File: src/design/drct_pkg.sv
// Constants, types and register map of the dual reload countdown timers.
// Assumes a 100 MHz system clock and a 32-bit AHB-Lite register bus.
// Functional notes
// - First timer loads reload bytes on start
// - First reload low byte, read/write
// - Second reload bytes apply at next start
// - Second control field layout, bits 6,2 reserved
// - Stop-on-receive halts after four received bits
// - Trimming modes ignore stop-on-receive
// - Mode 00 no auto start; 01 tx end
// - Modes 10/11 trim on oscillator rising edges
// - Auto restart reloads and continues at zero; in mode 10 the count rests at zero instead
// - Without auto restart, stop at zero; in mode 10 the timer keeps running at zero instead
// - Second underflow sets interrupt flag
// - Clock select 00 fast, 01 slow tick
// - Clock select 10 first, 11 third underflow
// - Run control bits written only under mask
// - First timer auto restart like second
// - First timer stop-on-receive after four bits
// - First clock select: fast, slow, third, second
package drct_pkg;
    // ========================================
    // Register indexes (byte address is four times)
    localparam logic [7:0] IDX_RUN_CTRL   = 8'h0E;
    localparam logic [7:0] IDX_T0_CTRL    = 8'h0F;
    localparam logic [7:0] IDX_T0_RLD_HI  = 8'h10;
    localparam logic [7:0] IDX_T0_RLD_LO  = 8'h11;
    localparam logic [7:0] IDX_T0_CNT_HI  = 8'h12;
    localparam logic [7:0] IDX_T0_CNT_LO  = 8'h13;
    localparam logic [7:0] IDX_T1_CTRL    = 8'h14;
    localparam logic [7:0] IDX_T1_RLD_HI  = 8'h15;
    localparam logic [7:0] IDX_T1_RLD_LO  = 8'h16;
    localparam logic [7:0] IDX_T1_CNT_HI  = 8'h17;
    localparam logic [7:0] IDX_T1_CNT_LO  = 8'h18;
    localparam logic [7:0] IDX_IRQ_STATUS = 8'h20;
    // ========================================
    // Field positions
    localparam int RUN_MASK_T0   = 0;
    localparam int RUN_MASK_T1   = 1;
    localparam int RUN_STATE_T0  = 4;
    localparam int RUN_STATE_T1  = 5;
    localparam int IRQ_FLAG_BIT  = 0;
    localparam logic [7:0] CTRL_WR_MASK = 8'hBB;
    // ========================================
    // Reset values
    localparam logic [7:0]  CTRL_RST   = 8'h00;
    localparam logic [15:0] RELOAD_RST = 16'h0000;
    // ========================================
    // Tick generation: fast tick by phase accumulation
    localparam int SYS_CLK_HZ  = 100_000_000;
    localparam int FAST_CLK_HZ = 13_560_000;
    localparam int SLOW_CLK_HZ = 211_875;
    localparam int PHASE_GRAIN = 10_000;
    localparam logic [13:0] FAST_STEP = 14'(FAST_CLK_HZ / PHASE_GRAIN);
    localparam logic [13:0] FAST_MOD  = 14'(SYS_CLK_HZ / PHASE_GRAIN);
    localparam logic [5:0]  SLOW_LAST = 6'(FAST_CLK_HZ / SLOW_CLK_HZ - 1);
    // ========================================
    // AHB-Lite
    localparam logic [1:0] HTRANS_NONSEQ = 2'h2;
    // ========================================
    // Types
    typedef enum logic [1:0] {
        DRCT_START_NONE, DRCT_START_TX_END, DRCT_START_TRIM, DRCT_START_TRIM_UF
    } drct_start_t;
    typedef struct packed {
        logic        stop_rx;      // Stop on receive
        logic        rsvd6;        // Reserved
        drct_start_t start_mode;   // Start mode
        logic        auto_restart; // Auto restart
        logic        rsvd2;        // Reserved
        logic [1:0]  clk_sel;      // Clock select
    } drct_ctrl_t;
endpackage

File: src/design/drct_countdown.sv
// One 16-bit reload countdown timer.
// Assumes tick, start and stop are one-cycle pulses on sys_clk.
`timescale 1ns/1ns
`default_nettype none
module drct_countdown (
    input  wire logic        sys_clk,
    input  wire logic        rst_n,
    input  wire logic        tick,
    input  wire logic        start,
    input  wire logic        stop,
    input  wire logic        no_underflow,
    input  wire logic        auto_restart,
    input  wire logic [15:0] reload,
    output logic      [15:0] count_q,
    output logic             running_q,
    output logic             underflow_q
);
    // ========================================
    // Next state
    logic [15:0] count_d;  // Next count
    logic        running_d; // Next run state
    logic        underflow_d; // Next underflow pulse

    // Start loads, stop halts, tick counts down
    always_comb begin
        count_d     = count_q;
        running_d   = running_q;
        underflow_d = 1'b0;
        if (start) begin
            count_d   = reload;
            running_d = 1'b1;
        end else if (stop) begin
            running_d = 1'b0;
        end else if (running_q && tick) begin
            if (count_q == 16'h0000) begin
                // Trimming without underflow rests at zero
                if (!no_underflow) begin
                    underflow_d = 1'b1;
                    if (auto_restart) begin
                        count_d = reload;
                    end else begin
                        running_d = 1'b0;
                    end
                end
            end else begin
                count_d = count_q - 16'h0001;
            end
        end
    end

    // State registers
    always_ff @(posedge sys_clk or negedge rst_n) begin
        if (!rst_n) begin
            count_q     <= 16'h0000;
            running_q   <= 1'b0;
            underflow_q <= 1'b0;
        end else begin
            count_q     <= count_d;
            running_q   <= running_d;
            underflow_q <= underflow_d;
        end
    end
endmodule
`default_nettype wire

File: src/design/drct_top.sv
// Top of the dual reload countdown timers, registers on AHB-Lite.
// Assumes tx_end, rx_first_bits and third_underflow come from logic on
// sys_clk; lfo_in is an asynchronous pin.
//
// The AHB-Lite interface to the registers was left to the implementer.
`timescale 1ns/1ns
`default_nettype none
module drct_top (
    input  wire logic        sys_clk,
    input  wire logic        rst_n,
    input  wire logic        hsel,
    input  wire logic [31:0] haddr,
    input  wire logic [1:0]  htrans,
    input  wire logic        hwrite,
    input  wire logic [2:0]  hsize,
    input  wire logic [31:0] hwdata,
    input  wire logic        hready,
    output logic             hreadyout,
    output logic             hresp,
    output logic      [31:0] hrdata,
    input  wire logic        tx_end,
    input  wire logic        rx_first_bits,
    input  wire logic        third_underflow,
    input  wire logic        lfo_in
);
    // ========================================
    // Declarations
    // Bus state
    logic        wr_pend_q, wr_pend_d;   // Write data phase pending
    logic [7:0]  wr_idx_q, wr_idx_d;     // Index of pending write
    logic [31:0] rdata_q, rdata_d;       // Read data register
    logic        addr_ok;                // Address phase accepted
    logic [7:0]  addr_idx;               // Index in address phase
    logic [7:0]  wbyte;                  // Written byte
    // Control registers
    drct_pkg::drct_ctrl_t ctrl0_q, ctrl0_d; // First timer control
    drct_pkg::drct_ctrl_t ctrl1_q, ctrl1_d; // Second timer control
    logic [15:0] rld0_q, rld0_d;         // First reload value
    logic [15:0] rld1_q, rld1_d;         // Second reload value
    logic        irq_q, irq_d;           // Second timer interrupt flag
    // Tick divider
    logic [13:0] phase_q, phase_d;       // Fast tick phase
    logic [5:0]  slow_q, slow_d;         // Slow tick prescaler
    logic        fast_tick;              // Fast tick enable
    logic        slow_tick;              // Slow tick enable
    // Oscillator input synchroniser
    logic        lfo_s1_q, lfo_s2_q, lfo_s3_q; // Three stage sampler
    logic        lfo_lvl_q, lfo_lvl_d;   // Agreed level
    logic        lfo_rise;               // Agreed rising edge
    // Timer links
    logic        run_wr;                 // Run control write
    logic [1:0]  t0_ev, t1_ev;           // Start and stop per timer
    logic        t0_tick, t1_tick;       // Selected ticks
    logic [15:0] t0_count, t1_count;     // Current counts
    logic        t0_run, t1_run;         // Running states
    logic        t0_uf, t1_uf;           // Underflow pulses

    // ========================================
    // Helpers
    // Start and stop events from the control settings
    function automatic logic [1:0] drct_events(
        input drct_pkg::drct_ctrl_t ctrl,
        input logic                 mask,
        input logic                 val,
        input logic                 running
    );
        logic trim;
        logic go;
        logic halt;
        trim = ctrl.start_mode[1];
        go   = run_wr && mask && val;
        halt = run_wr && mask && !val;
        if (ctrl.start_mode == drct_pkg::DRCT_START_TX_END) begin
            go = go || tx_end;
        end
        if (trim) begin
            go   = go || (lfo_rise && !running);
            halt = halt || (lfo_rise && running);
        end else if (ctrl.stop_rx) begin
            halt = halt || rx_first_bits;
        end
        return {go, halt};
    endfunction

    // Input clock selection
    function automatic logic drct_tick(
        input logic [1:0] sel,
        input logic       uf_a,
        input logic       uf_b
    );
        logic t;
        unique case (sel)
            2'h0: t = fast_tick;
            2'h1: t = slow_tick;
            2'h2: t = uf_a;
            2'h3: t = uf_b;
        endcase
        return t;
    endfunction

    // Register read mux
    function automatic logic [7:0] drct_read(input logic [7:0] idx);
        logic [7:0] r;
        r = 8'h00;
        unique case (idx)
            drct_pkg::IDX_RUN_CTRL:   r = {2'h0, t1_run, t0_run, 4'h0};
            drct_pkg::IDX_T0_CTRL:    r = ctrl0_q;
            drct_pkg::IDX_T0_RLD_HI:  r = rld0_q[15:8];
            drct_pkg::IDX_T0_RLD_LO:  r = rld0_q[7:0];
            drct_pkg::IDX_T0_CNT_HI:  r = t0_count[15:8];
            drct_pkg::IDX_T0_CNT_LO:  r = t0_count[7:0];
            drct_pkg::IDX_T1_CTRL:    r = ctrl1_q;
            drct_pkg::IDX_T1_RLD_HI:  r = rld1_q[15:8];
            drct_pkg::IDX_T1_RLD_LO:  r = rld1_q[7:0];
            drct_pkg::IDX_T1_CNT_HI:  r = t1_count[15:8];
            drct_pkg::IDX_T1_CNT_LO:  r = t1_count[7:0];
            drct_pkg::IDX_IRQ_STATUS: r = {7'h00, irq_q};
            default:                  r = 8'h00;
        endcase
        return r;
    endfunction

    // ========================================
    // Bus interface
    // Address phase decode and read data capture
    always_comb begin
        addr_ok   = hsel && hready && (htrans == drct_pkg::HTRANS_NONSEQ);
        addr_idx  = haddr[9:2];
        wr_pend_d = addr_ok && hwrite;
        wr_idx_d  = addr_ok ? addr_idx : wr_idx_q;
        rdata_d   = rdata_q;
        if (addr_ok && !hwrite) begin
            // Unmapped or high address reads zero
            if (haddr[31:10] == 22'h000000) begin
                rdata_d = {24'h000000, drct_read(addr_idx)};
            end else begin
                rdata_d = 32'h00000000;
            end
        end
        wbyte  = hwdata[7:0];
        run_wr = wr_pend_q && (wr_idx_q == drct_pkg::IDX_RUN_CTRL);
    end

    // Bus registers; the slave never stalls or errors
    always_ff @(posedge sys_clk or negedge rst_n) begin
        if (!rst_n) begin
            wr_pend_q <= 1'b0;
            wr_idx_q  <= 8'h00;
            rdata_q   <= 32'h00000000;
            hreadyout <= 1'b0;
            hresp     <= 1'b0;
        end else begin
            wr_pend_q <= wr_pend_d;
            wr_idx_q  <= wr_idx_d;
            rdata_q   <= rdata_d;
            hreadyout <= 1'b1;
            hresp     <= 1'b0;
        end
    end

    // Read data straight from its register
    always_comb begin
        hrdata = rdata_q;
    end

    // ========================================
    // Control and reload registers
    // Data phase writes; reserved bits forced to zero
    always_comb begin
        ctrl0_d = ctrl0_q;
        ctrl1_d = ctrl1_q;
        rld0_d  = rld0_q;
        rld1_d  = rld1_q;
        if (wr_pend_q) begin
            unique case (wr_idx_q)
                drct_pkg::IDX_T0_CTRL:   ctrl0_d = wbyte & drct_pkg::CTRL_WR_MASK;
                drct_pkg::IDX_T1_CTRL:   ctrl1_d = wbyte & drct_pkg::CTRL_WR_MASK;
                drct_pkg::IDX_T0_RLD_HI: rld0_d[15:8] = wbyte;
                drct_pkg::IDX_T0_RLD_LO: rld0_d[7:0]  = wbyte;
                drct_pkg::IDX_T1_RLD_HI: rld1_d[15:8] = wbyte;
                drct_pkg::IDX_T1_RLD_LO: rld1_d[7:0]  = wbyte;
                default: ;
            endcase
        end
        // Flag set wins over a same-cycle clear
        irq_d = irq_q;
        if (wr_pend_q && (wr_idx_q == drct_pkg::IDX_IRQ_STATUS)
            && wbyte[drct_pkg::IRQ_FLAG_BIT]) begin
            irq_d = 1'b0;
        end
        if (t1_uf) begin
            irq_d = 1'b1;
        end
    end

    // Control registers
    always_ff @(posedge sys_clk or negedge rst_n) begin
        if (!rst_n) begin
            ctrl0_q <= drct_pkg::CTRL_RST;
            ctrl1_q <= drct_pkg::CTRL_RST;
            rld0_q  <= drct_pkg::RELOAD_RST;
            rld1_q  <= drct_pkg::RELOAD_RST;
            irq_q   <= 1'b0;
        end else begin
            ctrl0_q <= ctrl0_d;
            ctrl1_q <= ctrl1_d;
            rld0_q  <= rld0_d;
            rld1_q  <= rld1_d;
            irq_q   <= irq_d;
        end
    end

    // ========================================
    // Tick divider
    // Fractional fast tick, slow tick every 64 fast ticks
    always_comb begin
        fast_tick = (phase_q >= (drct_pkg::FAST_MOD - drct_pkg::FAST_STEP));
        if (fast_tick) begin
            phase_d = phase_q + drct_pkg::FAST_STEP - drct_pkg::FAST_MOD;
        end else begin
            phase_d = phase_q + drct_pkg::FAST_STEP;
        end
        slow_tick = fast_tick && (slow_q == drct_pkg::SLOW_LAST);
        if (fast_tick) begin
            slow_d = slow_tick ? 6'h00 : slow_q + 6'h01;
        end else begin
            slow_d = slow_q;
        end
    end

    // Divider registers
    always_ff @(posedge sys_clk or negedge rst_n) begin
        if (!rst_n) begin
            phase_q <= 14'h0000;
            slow_q  <= 6'h00;
        end else begin
            phase_q <= phase_d;
            slow_q  <= slow_d;
        end
    end

    // ========================================
    // Oscillator input
    // Level changes once stages two and three agree
    always_comb begin
        lfo_lvl_d = (lfo_s2_q == lfo_s3_q) ? lfo_s3_q : lfo_lvl_q;
        lfo_rise  = (lfo_s2_q == lfo_s3_q) && lfo_s3_q && !lfo_lvl_q;
    end

    // Synchroniser registers
    always_ff @(posedge sys_clk or negedge rst_n) begin
        if (!rst_n) begin
            lfo_s1_q  <= 1'b0;
            lfo_s2_q  <= 1'b0;
            lfo_s3_q  <= 1'b0;
            lfo_lvl_q <= 1'b0;
        end else begin
            lfo_s1_q  <= lfo_in;
            lfo_s2_q  <= lfo_s1_q;
            lfo_s3_q  <= lfo_s2_q;
            lfo_lvl_q <= lfo_lvl_d;
        end
    end

    // ========================================
    // Timers
    // Events and ticks per timer
    always_comb begin
        t0_ev   = drct_events(ctrl0_q, wbyte[drct_pkg::RUN_MASK_T0],
                              wbyte[drct_pkg::RUN_STATE_T0], t0_run);
        t1_ev   = drct_events(ctrl1_q, wbyte[drct_pkg::RUN_MASK_T1],
                              wbyte[drct_pkg::RUN_STATE_T1], t1_run);
        t0_tick = drct_tick(ctrl0_q.clk_sel, third_underflow, t1_uf);
        t1_tick = drct_tick(ctrl1_q.clk_sel, t0_uf, third_underflow);
    end

    // First timer
    drct_countdown u_first (
        .sys_clk      (sys_clk),
        .rst_n        (rst_n),
        .tick         (t0_tick),
        .start        (t0_ev[1]),
        .stop         (t0_ev[0]),
        .no_underflow (ctrl0_q.start_mode == drct_pkg::DRCT_START_TRIM),
        .auto_restart (ctrl0_q.auto_restart),
        .reload       (rld0_q),
        .count_q      (t0_count),
        .running_q    (t0_run),
        .underflow_q  (t0_uf)
    );

    // Second timer
    drct_countdown u_second (
        .sys_clk      (sys_clk),
        .rst_n        (rst_n),
        .tick         (t1_tick),
        .start        (t1_ev[1]),
        .stop         (t1_ev[0]),
        .no_underflow (ctrl1_q.start_mode == drct_pkg::DRCT_START_TRIM),
        .auto_restart (ctrl1_q.auto_restart),
        .reload       (rld1_q),
        .count_q      (t1_count),
        .running_q    (t1_run),
        .underflow_q  (t1_uf)
    );
endmodule
`default_nettype wire

File: config.mk
export PLATFORM = sky130hd
export DESIGN_NAME = drct_top
export DESIGN_NICKNAME = d
export VERILOG_FILES = /design/src/design/drct_pkg.sv /design/src/design/drct_countdown.sv /design/src/design/drct_top.sv
export SDC_FILE = /design/constraint.sdc
export NUM_CORES = 1
export LEC_CHECK = 0
export BUFFER_PORTS_ARGS = -buffer_cell sky130_fd_sc_hd__buf_4
export CORE_MARGIN = 3
export CORE_UTILIZATION = 45
export CTS_CLUSTER_DIAMETER = 30
export DETAILED_ROUTE_END_ITERATION = 7
export PLACE_DENSITY_LB_ADDON = 0.25
export SLEW_MARGIN = 20
export SYNTH_ARGS = -nofsm -noshare
export SYNTH_HDL_FRONTEND = slang
export SYNTH_SLANG_ARGS = --single-unit
File: constraint.sdc
create_clock -name sys_clk -period 6.3 [get_ports sys_clk]
set_input_delay 1.575 -clock sys_clk [delete_from_list [all_inputs] [get_ports sys_clk]]
set_output_delay 1.575 -clock sys_clk [all_outputs]
set_load 0.02 [all_outputs]
Word level (Yosys, flattened, before mapping)
Cells that the tools add are included.
{ "classes": {"addsub": 5, "order_cmp": 1, "n_eq_ne": 43, "n_mux": 50, "n_reduce_logical": 58} }
{ "op_table": {"columns": ["operator", "n"], "rows": [
  ["two-way mux 16 bit", 12],
  ["equality test 8 x 5 -> 1 bit (second input constant)", 14],
  ["one-hot mux 8 bit (12 select lines)", 1],
  ["equality test 8 x 4 -> 1 bit (second input constant)", 4],
  ["logical NOT 16 bit", 2],
  ["two-way mux 1 bit", 32],
  ["subtractor 16 x 1 -> 16 bit (second input constant)", 2],
  ["logical AND 1 bit", 22],
  ["logical NOT 22 bit", 1],
  ["equality test 8 x 6 -> 1 bit (second input constant)", 2],
  ["AND reduction 4 bit", 4],
  ["adder 14 x 11 -> 14 bit (second input constant)", 1],
  ["equality test 2 bit (second input constant)", 7],
  ["greater-or-equal comparator 14 bit (second input constant)", 1],
  ["two-way mux 14 bit", 1],
  ["subtractor 14 bit (second input constant)", 1],
  ["inequality test 3 x 1 -> 1 bit (second input constant)", 4],
  ["inequality test 3 x 2 -> 1 bit (second input constant)", 4],
  ["AND reduction 2 bit", 6],
  ["nonzero test 3 bit", 4],
  ["equality test 2 x 1 -> 1 bit (second input constant)", 4],
  ["logical OR 1 bit", 8],
  ["two-way mux 8 bit", 1],
  ["one-hot mux 1 bit (4 select lines)", 2],
  ["8 further kinds", 17]
]} }
{ "word_totals": {"ff_bits": 147, "in_bits": 78} }

Depth between registers and ports, before layout
Gate-level depths: netlist of run 1.
{ "logic_depth": {"word_depth": 10, "mapped_depth": 10} }

Hierarchy
Synthesis of run 1 repeated with hierarchy kept, for this count alone.
{ "unflattened": {"hier_cells": 786, "hier_area_um2": 7642.3} }
{ "by_module_without_submodules": {"columns": ["module", "n_inst", "cells_per_inst", "area_per_inst_um2", "seq_area_each_um2"], "rows": [
  ["drct_top", 1, 496, 5052.3, 2127.0],
  ["drct_countdown", 2, 145, 1295.0, 450.4]
]} }

Least setup slack after synthesis of run 1
Ideal clock, no wire load.
{ "synth_path": {"path_kind": "in2reg", "start": "in haddr[2]", "end": "reg rdata_q[0] (netlist: hrdata[0])", "setup_ns": 0.067, "t_arrival_ns": 3.225, "required_ns": 6.233, "path_slack_ns": 3.008, "cell_stages": 6, "path_buffers": 0, "cell_sequence": "or3_4 > or3b_1 > a21oi_1 > o21ai_1 > a2111oi_4 > a22o_1"} }
{ "synth_via": {"elab_chain_cells": 3, "elab_cells_between_ends": 14, "cone_classes": "eq/ne: 12; mux: 2"} }
{ "synth_rtl": {"columns": ["item", "line_no", "rtl"], "rows": [
  ["from (decl)", "drct_top.sv:12", "input wire logic [31:0] haddr,"],
  ["equality test 8 x 6 -> 1 bit (tied with other cells)", "drct_top.sv:105", "unique case (idx)"],
  ["one-hot mux 8 bit (12 select lines) *", "drct_top.sv:105", null],
  ["two-way mux 8 bit *", "drct_top.sv:134", "if (haddr[31:10] == 22'h000000) begin"],
  ["to (signal assigned)", "drct_top.sv:155", "rdata_q <= rdata_d;"],
  ["to (decl)", "drct_top.sv:31", "logic [31:0] rdata_q, rdata_d;"]
]} }
Mark *: on every way between the ends. The rest lies on a longest branch, timed or not.
A chain may end at the register's enable or synchronous reset.

Worst setup path in the final report of run 1
{ "layout_path": {"start": "in haddr[3]", "end": "reg rdata_q[7] (netlist: hrdata[7])"} }
Same word-level chain as after synthesis.

==> results of run 1 <==
-- path summary, 6_finish.rpt --
kind | start | to | slack, ns | cells after the start
worst max-delay path | haddr[3] | hrdata[7] | 2.96 | 7
worst min-delay path | lfo_s2_q | lfo_s3_q | 0.38 | 0
worst max register to register | phase_q[2] | u_first.count_q[9] | 3.37 | 8
worst min register to register | lfo_s2_q | lfo_s3_q | 0.38 | 0
max in group asynchronous | rst_n | ctrl1_q[3] | 3.74 | 2
min in group asynchronous | rst_n | phase_q[7] | 1.21 | 1
-- sequential cells by signal, indices dropped and copies added, names as in the netlist, 6 cells and up --
signal,flops
ctrl0_q,6
ctrl1_q,6
hrdata,8
phase_q,12
rld0_q,16
rld1_q,16
slow_q,6
u_first.count_q,16
u_second.count_q,16
wr_idx_q,8
-- cell usage after synthesis, types with 4 or more instances --
cell      number
nand2b_1       8
nor2_1        30
a32oi_1        4
o21ai_0       27
clkbuf_1      27
or3_1         10
o21a_1         4
nand3_1       15
buf_2         12
a41oi_1        8
a211oi_1       4
nand3b_1       5
o21ai_1        7
mux4_2         5
a21oi_1       52
dfrtp_1      121
xor2_1         5
nand4_1       10
nand2_1       51
xnor2_1       11
o22ai_1        9
nor4_1        12
mux2_2        57
and2_1         4
inv_1         24
a31oi_1       21
o31ai_1        5
nor3_1        27
mux2i_1       11
a22oi_1       11
ha_1           9
o21ba_2        5
nor3b_1        5
buf_4         25
nor2b_1       13
a22o_1        13
o211ai_1       4
o22a_1        19
-- per-layer routing --
layer / share of wire [%] / vias up / global-route usage [%]
met2: 47 / 261 / 36.4
met5: 0 / - / 0
met3: 7.0 / 47 / 5.74
met1: 43 / 3073 / 31.2
li1: - / 2842 / -
met4: 2.9 / 0 / 8.63
-- area by class of cell --
cell class	count	area (um2)
clock buffers	21	450
clock inverters	11	146
fillers	1426	7180
inverters	24	90.1
multi-input cells	560	3920
flip-flops and latches	121	3030
well taps	211	264
repair buffers	61	458
-- logic make-up after synthesis --
group                      share of synthesized area (%)
and+or+nand+nor                                     16.5
adders and majority gates                           1.54
xor gates and xnor gates                            1.92
other                                              0.103
muxes                                               11.8
buffers and inverters                               6.11
DFF                                                 41.4
AOI/OAI and AO/OA                                   20.6
-- stage by stage --
step	utilization (%)	power [uW]	hold slack, ns
global placement	50.0	1410	0.368
floorplan	-	1280	0.331
CTS	53.8	2420	0.382
finish	53.8	2420	0.380
global route	53.8	2540	0.403
detailed placement	50.0	1430	0.376
-- critical path: stages --
cell and delay [ns]:
buf_4 0.23, or3_4 0.42, or3b_1 0.39, a21oi_1 0.15, o21ai_1 0.13, a2111oi_4 0.57, a22o_1 0.21
-- power by group through the flow --
stage	clock (uW)	combinational (uW)	sequential, uW
after global placement	0	378	1030
after detailed placement	0	391	1040
after global routing	1060	441	1040
after CTS	1010	393	1020
final	995	394	1030
after floorplan	0	307	971
==> summary.md, run 1 <==
| Metric | Value |
|---|---|
| Initial drt markers | 618 |
| Clock sink total | 121 |
| Slew headroom | 39.8% |
| GR Util All Layers | 23.2% |
| Sw Share | 30.6% |
| Antenna cells | 0 |
| Core area | 0.0155 mm2 |
| Crit path max fanout | 31 |
| Max Buffers Root-to-Sink | 2 |
| Total grt overflow | 0 |
| Worst Setup End Kind | flop |
| Die Span X | 133 um |
| Rows | 45 |
| Synth warn | 0 |
| Power per cell area | 289 mW/mm2 |
| Placed cells | 977 |
| DR pass1 iterations | 6 |
| H-tree Lvls | 4 |
| Worst skew pair latency | 0.43 ns |
| CTS Hold Buffers Added | 0 |
| Post-place setup slack | 2.55 ns |
| Share of layout cells above drive strength 1 | 21.3% |
| Final Slew Violations | 0 |
| Via density | 6.17 |
| Hold crit path type | flop to flop |
| Initial antenna violation count | 0 |
| Post-synthesis cell area | 0.00731 mm2 |
| First-pass GRT wire length | 32600 um |
| Post-DP Area | 0.00776 mm2 |
| RSZ-0062 raised after global routing | no |
| MaxCap Viol Count | 0 |
| Number of hold violations in the final report | 0 |
| Final Net Count | 872 |
| Starting Density | 47.0% |
| # DRC | 0 |
| Synth unique cells | 72 |
| Biggest area consumer among synthesized cells | dfrtp_1 |
| Worst EP required | 6.66 ns |
| Final RePlAce weighted congestion | 0.881 |
| Static leakage | 0.00355 uW |
| Clock transition at path regs | 0.06 ns |
| Vias in the first global route | 6189 |
| Clock share of power | 41.1% |
| Outcome | complete, no violations |
| I/O pins | 112 |
| Non-filler cells, final | 1009 |
| Cell count after synthesis | 747 |
| Post-layout min period | 3.34 ns |
| Seq cells post-synth | 121 |
| Syn_area_per_cell | 9.78 um2 |
| Most frequent cells in the layout | 121 x dfrtp_1, 61 x buf_4, 57 x mux2_2 |
| Drt wl/cell | 19.8 um |
| Internal | 1680 uW |
| CP arrival | 3.71 ns |
| Number of routed nets with antenna violations | 0 |
| Post-route setup slack | 2.96 ns |
| Commonest non-fill, non-tap cell in the layout | dfrtp_1 |
| Largest net degree at the start of global routing | 65 |
| Final Cycle Share | 53.0% |
| Async SR Flop Fraction | 100% |
| Routed wire length | 20000 um |
| Top cell type's share of synthesized area | 41.4% |
| Synth Flop Type | dfrtp_1 |
| CP Class | input port to flop |
| Postcts setup bufs | 0 |
| Port Buf Inserts | 57 |
| CTS resizes | 0 |
| Layout area overhead | 14.4% |
| Peak supply drop | 0.000205 V |
| Num CTS Buffers | 17 |
| Sw Pwr | 739 uW |
| Worst Max-Slew Pin Slew | 0.896 ns |
| Combinational share of power | 16.3% |
| Reg power frac | 42.6% |
| FMAX | 299 MHz |
| Total number of vias | 6223 |
| CTS tree | built |
| Top cells by area, synth | dfrtp_1 41%, mux2_2 8.8%, a21oi_1 3.6% |
| Worst Skew | 0.00932 ns |
| DIE AREA | 0.0178 mm2 |
| EDFF count, synth | 0 |
| Worst setup SP type | input port |
| Sequential fraction of the synthesis area | 41.4% |
| Height of the die | 133 um |
| Final Cell Area | 0.00836 mm2 |
| Dpl hpwl | 14300 um |
| Count of final setup violators | 0 |
| Final setup TNS | 0 ns |
| Clock root cell | clkbuf_16 |
(Power assumes the default switching activity.)
==> run 2, diff against run 1 <==
Clock period 6.3 ns to 2.69 ns, I/O delays scaled along.
==> run 2 against run 1 <==
Against the previous run:
- non-clock buffer count grew 26
- clock power grew 110%
- first-iteration DRC count shrank 8.3%
- core utilization grew 1.3 points
- cell area grew 2.4%
- final cell count grew 2.1%
- wire length grew 0.99%
- sequential share of layout area shrank 0.84 points
- global-route usage shrank 0.062 points
- critical path type is now flop to flop
- critical endpoint is now u_first.count_q[1]
- largest cell class unchanged
- highest routed layer unchanged
==> summary.md, run 2 (same netlist as run 1, synthesis figures left out) <==
| Metric | Value |
|---|---|
| GR Util All Layers | 23.1% |
| CP arrival | 2.79 ns |
| Max Buffers Root-to-Sink | 2 |
| Final Cycle Share | 90.7% |
| Drt wl/cell | 19.6 um |
| Multi-input gate area | 0.00395 mm2 |
| Clock root cell | clkbuf_16 |
| Worst skew pair latency | 0.42 ns |
| CTS tree | built |
| Sw Pwr | 1670 uW |
| Port Buf Inserts | 57 |
| Height of the die | 133 um |
| Die Span X | 133 um |
| Slew headroom | 55.9% |
| Post-place setup slack | -0.0102 ns |
| Reg-to-Reg Start | phase_q[2] |
| Most frequent cells in the layout | 121 x dfrtp_1, 84 x buf_4, 57 x mux2_2 |
| Static leakage | 0.00368 uW |
| Number of hold violations in the final report | 0 |
| Initial drt markers | 567 |
| CTS Hold Buffers Added | 0 |
| Worst Skew | 0.0102 ns |
| Starting Density | 47.0% |
| DR pass1 iterations | 6 |
| Worst path slowest cell | dfrtp_1 |
| Final setup TNS | 0 ns |
| Worst Max-Slew Pin Slew | 0.662 ns |
| Hold crit path type | input port to asynchronous set/reset pin |
| Final Net Count | 898 |
| Via density | 6.17 |
| Share of layout cells above drive strength 1 | 23.9% |
| Antenna cells | 0 |
| Clock sink total | 121 |
| Routed wire length | 20200 um |
| First-pass GRT wire length | 32800 um |
| Crit path max fanout | 16 |
| Total number of vias | 6360 |
| RSZ-0062 raised after global routing | no |
| Combinational share of power | 18.0% |
| Final RePlAce weighted congestion | 0.933 |
| Peak supply drop | 0.000487 V |
| Rows | 45 |
| Initial antenna violation count | 0 |
| Critical-path cell list | inv_1 > ha_1 > nor4b_2 > o21ai_2 > a41oi_2 > o31a_1 > buf_12 > a211oi_1 > a21o_1 |
| Clock transition at path regs | 0.05 ns |
| Post-route setup slack | 0.251 ns |
| H-tree Lvls | 4 |
| Total grt overflow | 0 |
| Power per cell area | 643 mW/mm2 |
| CP Class | flop to flop |
| Num CTS Buffers | 17 |
| Commonest non-fill, non-tap cell in the layout | dfrtp_1 |
| FMAX | 410 MHz |
| Sw Share | 30.4% |
| Vias in the first global route | 6083 |
| Core area | 0.0155 mm2 |
| Final Slew Violations | 0 |
| WP buf/inv | 2 |
| Reg power frac | 43.7% |
| Postcts setup bufs | 0 |
| DIE AREA | 0.0178 mm2 |
| Layout area overhead | 17.1% |
| Number of routed nets with antenna violations | 0 |
| Internal | 3830 uW |
| # DRC | 0 |
| Outcome | complete, no violations |
| CP delay by family, top | compound AO/OA/AOI/OAI gates |
| Largest net degree at the start of global routing | 122 |
| Sequential cell area | 0.00303 mm2 |
| Post-layout min period | 2.44 ns |
| MaxCap Viol Count | 0 |
| Reg2reg path depth | 9 |
| Register-to-Register Setup Slack | 0.25 ns |
| Count of final setup violators | 0 |
| Max stage delay on crit path | 0.43 ns |
| Clock share of power | 38.3% |
| Worst EP required | 3.04 ns |
| Worst Setup End Kind | flop |
| Dpl hpwl | 14500 um |
| I/O pins | 112 |
| Worst setup SP type | flop |
| Filler cells | 1358 |
| RR Endpoint | u_first.count_q[1] |
## run 2: power by group through the flow
stage / Sequential [uW] / Clock (uW) / Combinational [uW]
2_1_floorplan: 2270 / 0 / 719
3_3_place_gp: 2410 / 0 / 945
3_5_place_dp: 2410 / 0 / 977
4_1_cts: 2380 / 2150 / 984
5_1_grt: 2440 / 2220 / 1100
6_report: 2400 / 2110 / 991
## run 2: how the worst max path moves through the flow
stage,slack [ns],cells past startpoint,to,startpoint
3_5_place_dp,-0.01,7,hrdata[3],haddr[2]
4_1_cts,0.05,9,u_second.count_q[9],phase_q[2]
2_1_floorplan,0.30,6,hrdata[0],haddr[2]
6_report,0.25,9,u_first.count_q[1],phase_q[2]
3_3_place_gp,0.03,7,hrdata[6],haddr[2]
5_1_grt,0.05,9,u_first.count_q[1],phase_q[2]
## run 2: what timing repair did
item,CTS,global route
resized for setup,0,6
setup endpoints to repair,0,32
hold endpoints to repair,0,0
## run 2: cell type report
class                      count  share of cell area (%)
timing repair buffer          87                    8.07
multi-input combinational    560                    46.2
clock inverter                 4                   0.526
tap                          211                    3.08
inverter                      24                    1.05
clock buffer                  23                    5.70
sequential                   121                    35.4
## run 2: layer usage
metal / global-route usage (%) / vias up / wire [um]
li1: - / 2894 / -
met5: 0 / - / 0
met4: 7.20 / 0 / 308
met3: 4.76 / 28 / 1280
met1: 32.2 / 3192 / 9060
met2: 36.4 / 246 / 9560
## run 2: stage by stage
step	util [%]	total power, uW	cell area, um2	hold WS, ns	instances
final	55.1	5510	8560	0.328	1030
after global routing	55.1	5760	8560	0.349	1030
after CTS	54.9	5510	8530	0.346	1030
after detailed placement	51.4	3390	8000	0.373	1003
after global placement	51.4	3350	8000	0.366	1003
after floorplan	-	2990	7400	0.331	771
## run 2: worst register-to-register path: cells and delay by family, from the launching register on
family	cells	cell delay (ns)
adder cells (fa/ha/maj)	1	0.28
flip-flops	1	0.43
AND/OR/NAND/NOR	1	0.19
AO/OA/AOI/OAI	5	1.22
buffers and inverters	2	0.25
==> run 3, diff against run 2 <==
Settings changed: CTS_BUF_LIST from default to sky130_fd_sc_hd__clkbuf_16.
==> run 3 against run 2 <==
Against the previous run:
- clock skew hardly changed
- largest cell class unchanged
- core utilization is 0.26 points lower
- die area stayed put
- first-iteration DRC count is 7.8% lower
==> summary.md, run 3 (same netlist as run 1, synthesis figures left out) <==
| Metric | Value |
|---|---|
| Outcome | complete, no violations |
| Initial antenna violation count | 0 |
| Layout area overhead | 16.6% |
| Hold slack | 0.339 ns |
| Share of layout cells above drive strength 1 | 23.4% |
| Worst EP required | 3.04 ns |
| Peak supply drop | 0.000472 V |
| Clock sink total | 121 |
| Post-layout min period | 2.43 ns |
| Power per cell area | 631 mW/mm2 |
| H-tree Lvls | 4 |
| Hold crit path type | input port to asynchronous set/reset pin |
| Slew headroom | 56.3% |
| DR pass1 iterations | 5 |
| Crit path max fanout | 16 |
| Number of hold violations in the final report | 0 |
| CP Class | flop to flop |
| GR Util All Layers | 23.0% |
| Drt wl/cell | 19.5 um |
| MaxCap Viol Count | 0 |
| Final Net Count | 898 |
| Total number of vias | 6312 |
| Count of final setup violators | 0 |
| Total grt overflow | 0 |
| First-pass GRT wire length | 32800 um |
| Starting Density | 47.0% |
| Dpl hpwl | 14500 um |
| Worst Setup End Kind | flop |
| I/O pins | 112 |
| RSZ-0062 raised after global routing | no |
| Rows | 45 |
| Worst setup SP type | flop |
| Final RePlAce weighted congestion | 0.933 |
| Reg-to-Reg Start | phase_q[2] |
| # DRC | 0 |
| Filler cells | 1366 |
| Register-to-Register Setup Slack | 0.26 ns |
| Final Slew Violations | 0 |
| Clock root cell | clkbuf_16 |
| Static leakage | 0.00367 uW |
| Die Span X | 133 um |
| Postcts setup bufs | 0 |
| Post-place setup slack | -0.0102 ns |
| Sequential cell area | 0.00303 mm2 |
| Final setup TNS | 0 ns |
| DIE AREA | 0.0178 mm2 |
| Largest net degree at the start of global routing | 122 |
| Initial drt markers | 523 |
| FMAX | 411 MHz |
| Worst Skew | 0.0106 ns |
| Port Buf Inserts | 57 |
| Clock transition at path regs | 0.05 ns |
| Worst skew pair latency | 0.42 ns |
| Total power | 5370 uW |
| CP arrival | 2.79 ns |
| Antenna cells | 0 |
| Number of routed nets with antenna violations | 0 |
| Core area | 0.0155 mm2 |
| RR Endpoint | u_first.count_q[1] |
| Height of the die | 133 um |
| Most frequent cells in the layout | 121 x dfrtp_1, 84 x buf_4, 57 x mux2_2 |
| Final Cycle Share | 90.5% |
| Post-route setup slack | 0.256 ns |
| Max Buffers Root-to-Sink | 2 |
| Num CTS Buffers | 17 |
| Reg2reg path depth | 9 |
| Routed wire length | 20100 um |
| Worst Max-Slew Pin Slew | 0.656 ns |
| Multi-input gate area | 0.00395 mm2 |
| Vias in the first global route | 6101 |
| Via density | 6.13 |
| CTS tree | built |
| Commonest non-fill, non-tap cell in the layout | dfrtp_1 |
[run 3: routing by layer]
layer / up-vias / routed length (um) / track usage [%]
met5: - / 0 / 0
met4: 0 / 283 / 6.63
met3: 28 / 1320 / 4.68
met2: 260 / 9530 / 35.9
met1: 3134 / 9000 / 32.7
li1: 2890 / - / -
[run 3: worst max-delay path by stage]
stage                     startpoint                   end  slack, ns  depth (start not counted)
after global placement      haddr[2]             hrdata[6]       0.03                          7
final                     phase_q[2]    u_first.count_q[1]       0.26                          9
after detailed placement    haddr[2]             hrdata[3]      -0.01                          7
after global routing      phase_q[2]  u_second.count_q[10]       0.07                          9
after CTS                 phase_q[2]   u_second.count_q[9]       0.05                          9
after floorplan             haddr[2]             hrdata[0]       0.30                          6
[run 3: power breakdown]
group / total (uW) / internal, uW / switching, uW
Clock: 1980 / 1210 / 769
Combinational: 992 / 452 / 540
Sequential: 2400 / 2050 / 351
[run 3: layout make-up]
| type | instances | area share (%) |
|---|---|---|
| inverters | 24 | 1.06 |
| flip-flops and latches | 121 | 35.5 |
| well taps | 211 | 3.10 |
| multi-input cells | 560 | 46.4 |
| clock inverters | 10 | 0.793 |
| clock buffers | 17 | 4.99 |
| repair buffers | 87 | 8.11 |
[run 3: per-stage QoR]
step	instance area [um2]	utilization [%]	instances
floorplan	7400	-	771
global placement	8000	51.4	1003
detailed placement	8000	51.4	1003
CTS	8490	54.6	1030
global route	8520	54.8	1030
finish	8520	54.8	1030
[run 3: repair_timing]
action | in CTS | in global routing
resized for setup | 0 | 6
endpoints found under the setup margin | 0 | 32
hold buffers | 0 | 0
[run 3: worst max-delay path, stage by stage, from the launching register on]
cell	delay [ns]
dfrtp_1	0.43
inv_1	0.08
ha_1	0.27
nor4b_2	0.19
o21ai_2	0.23
a41oi_2	0.25
o31a_1	0.41
buf_12	0.17
a211oi_1	0.19
a21o_1	0.12
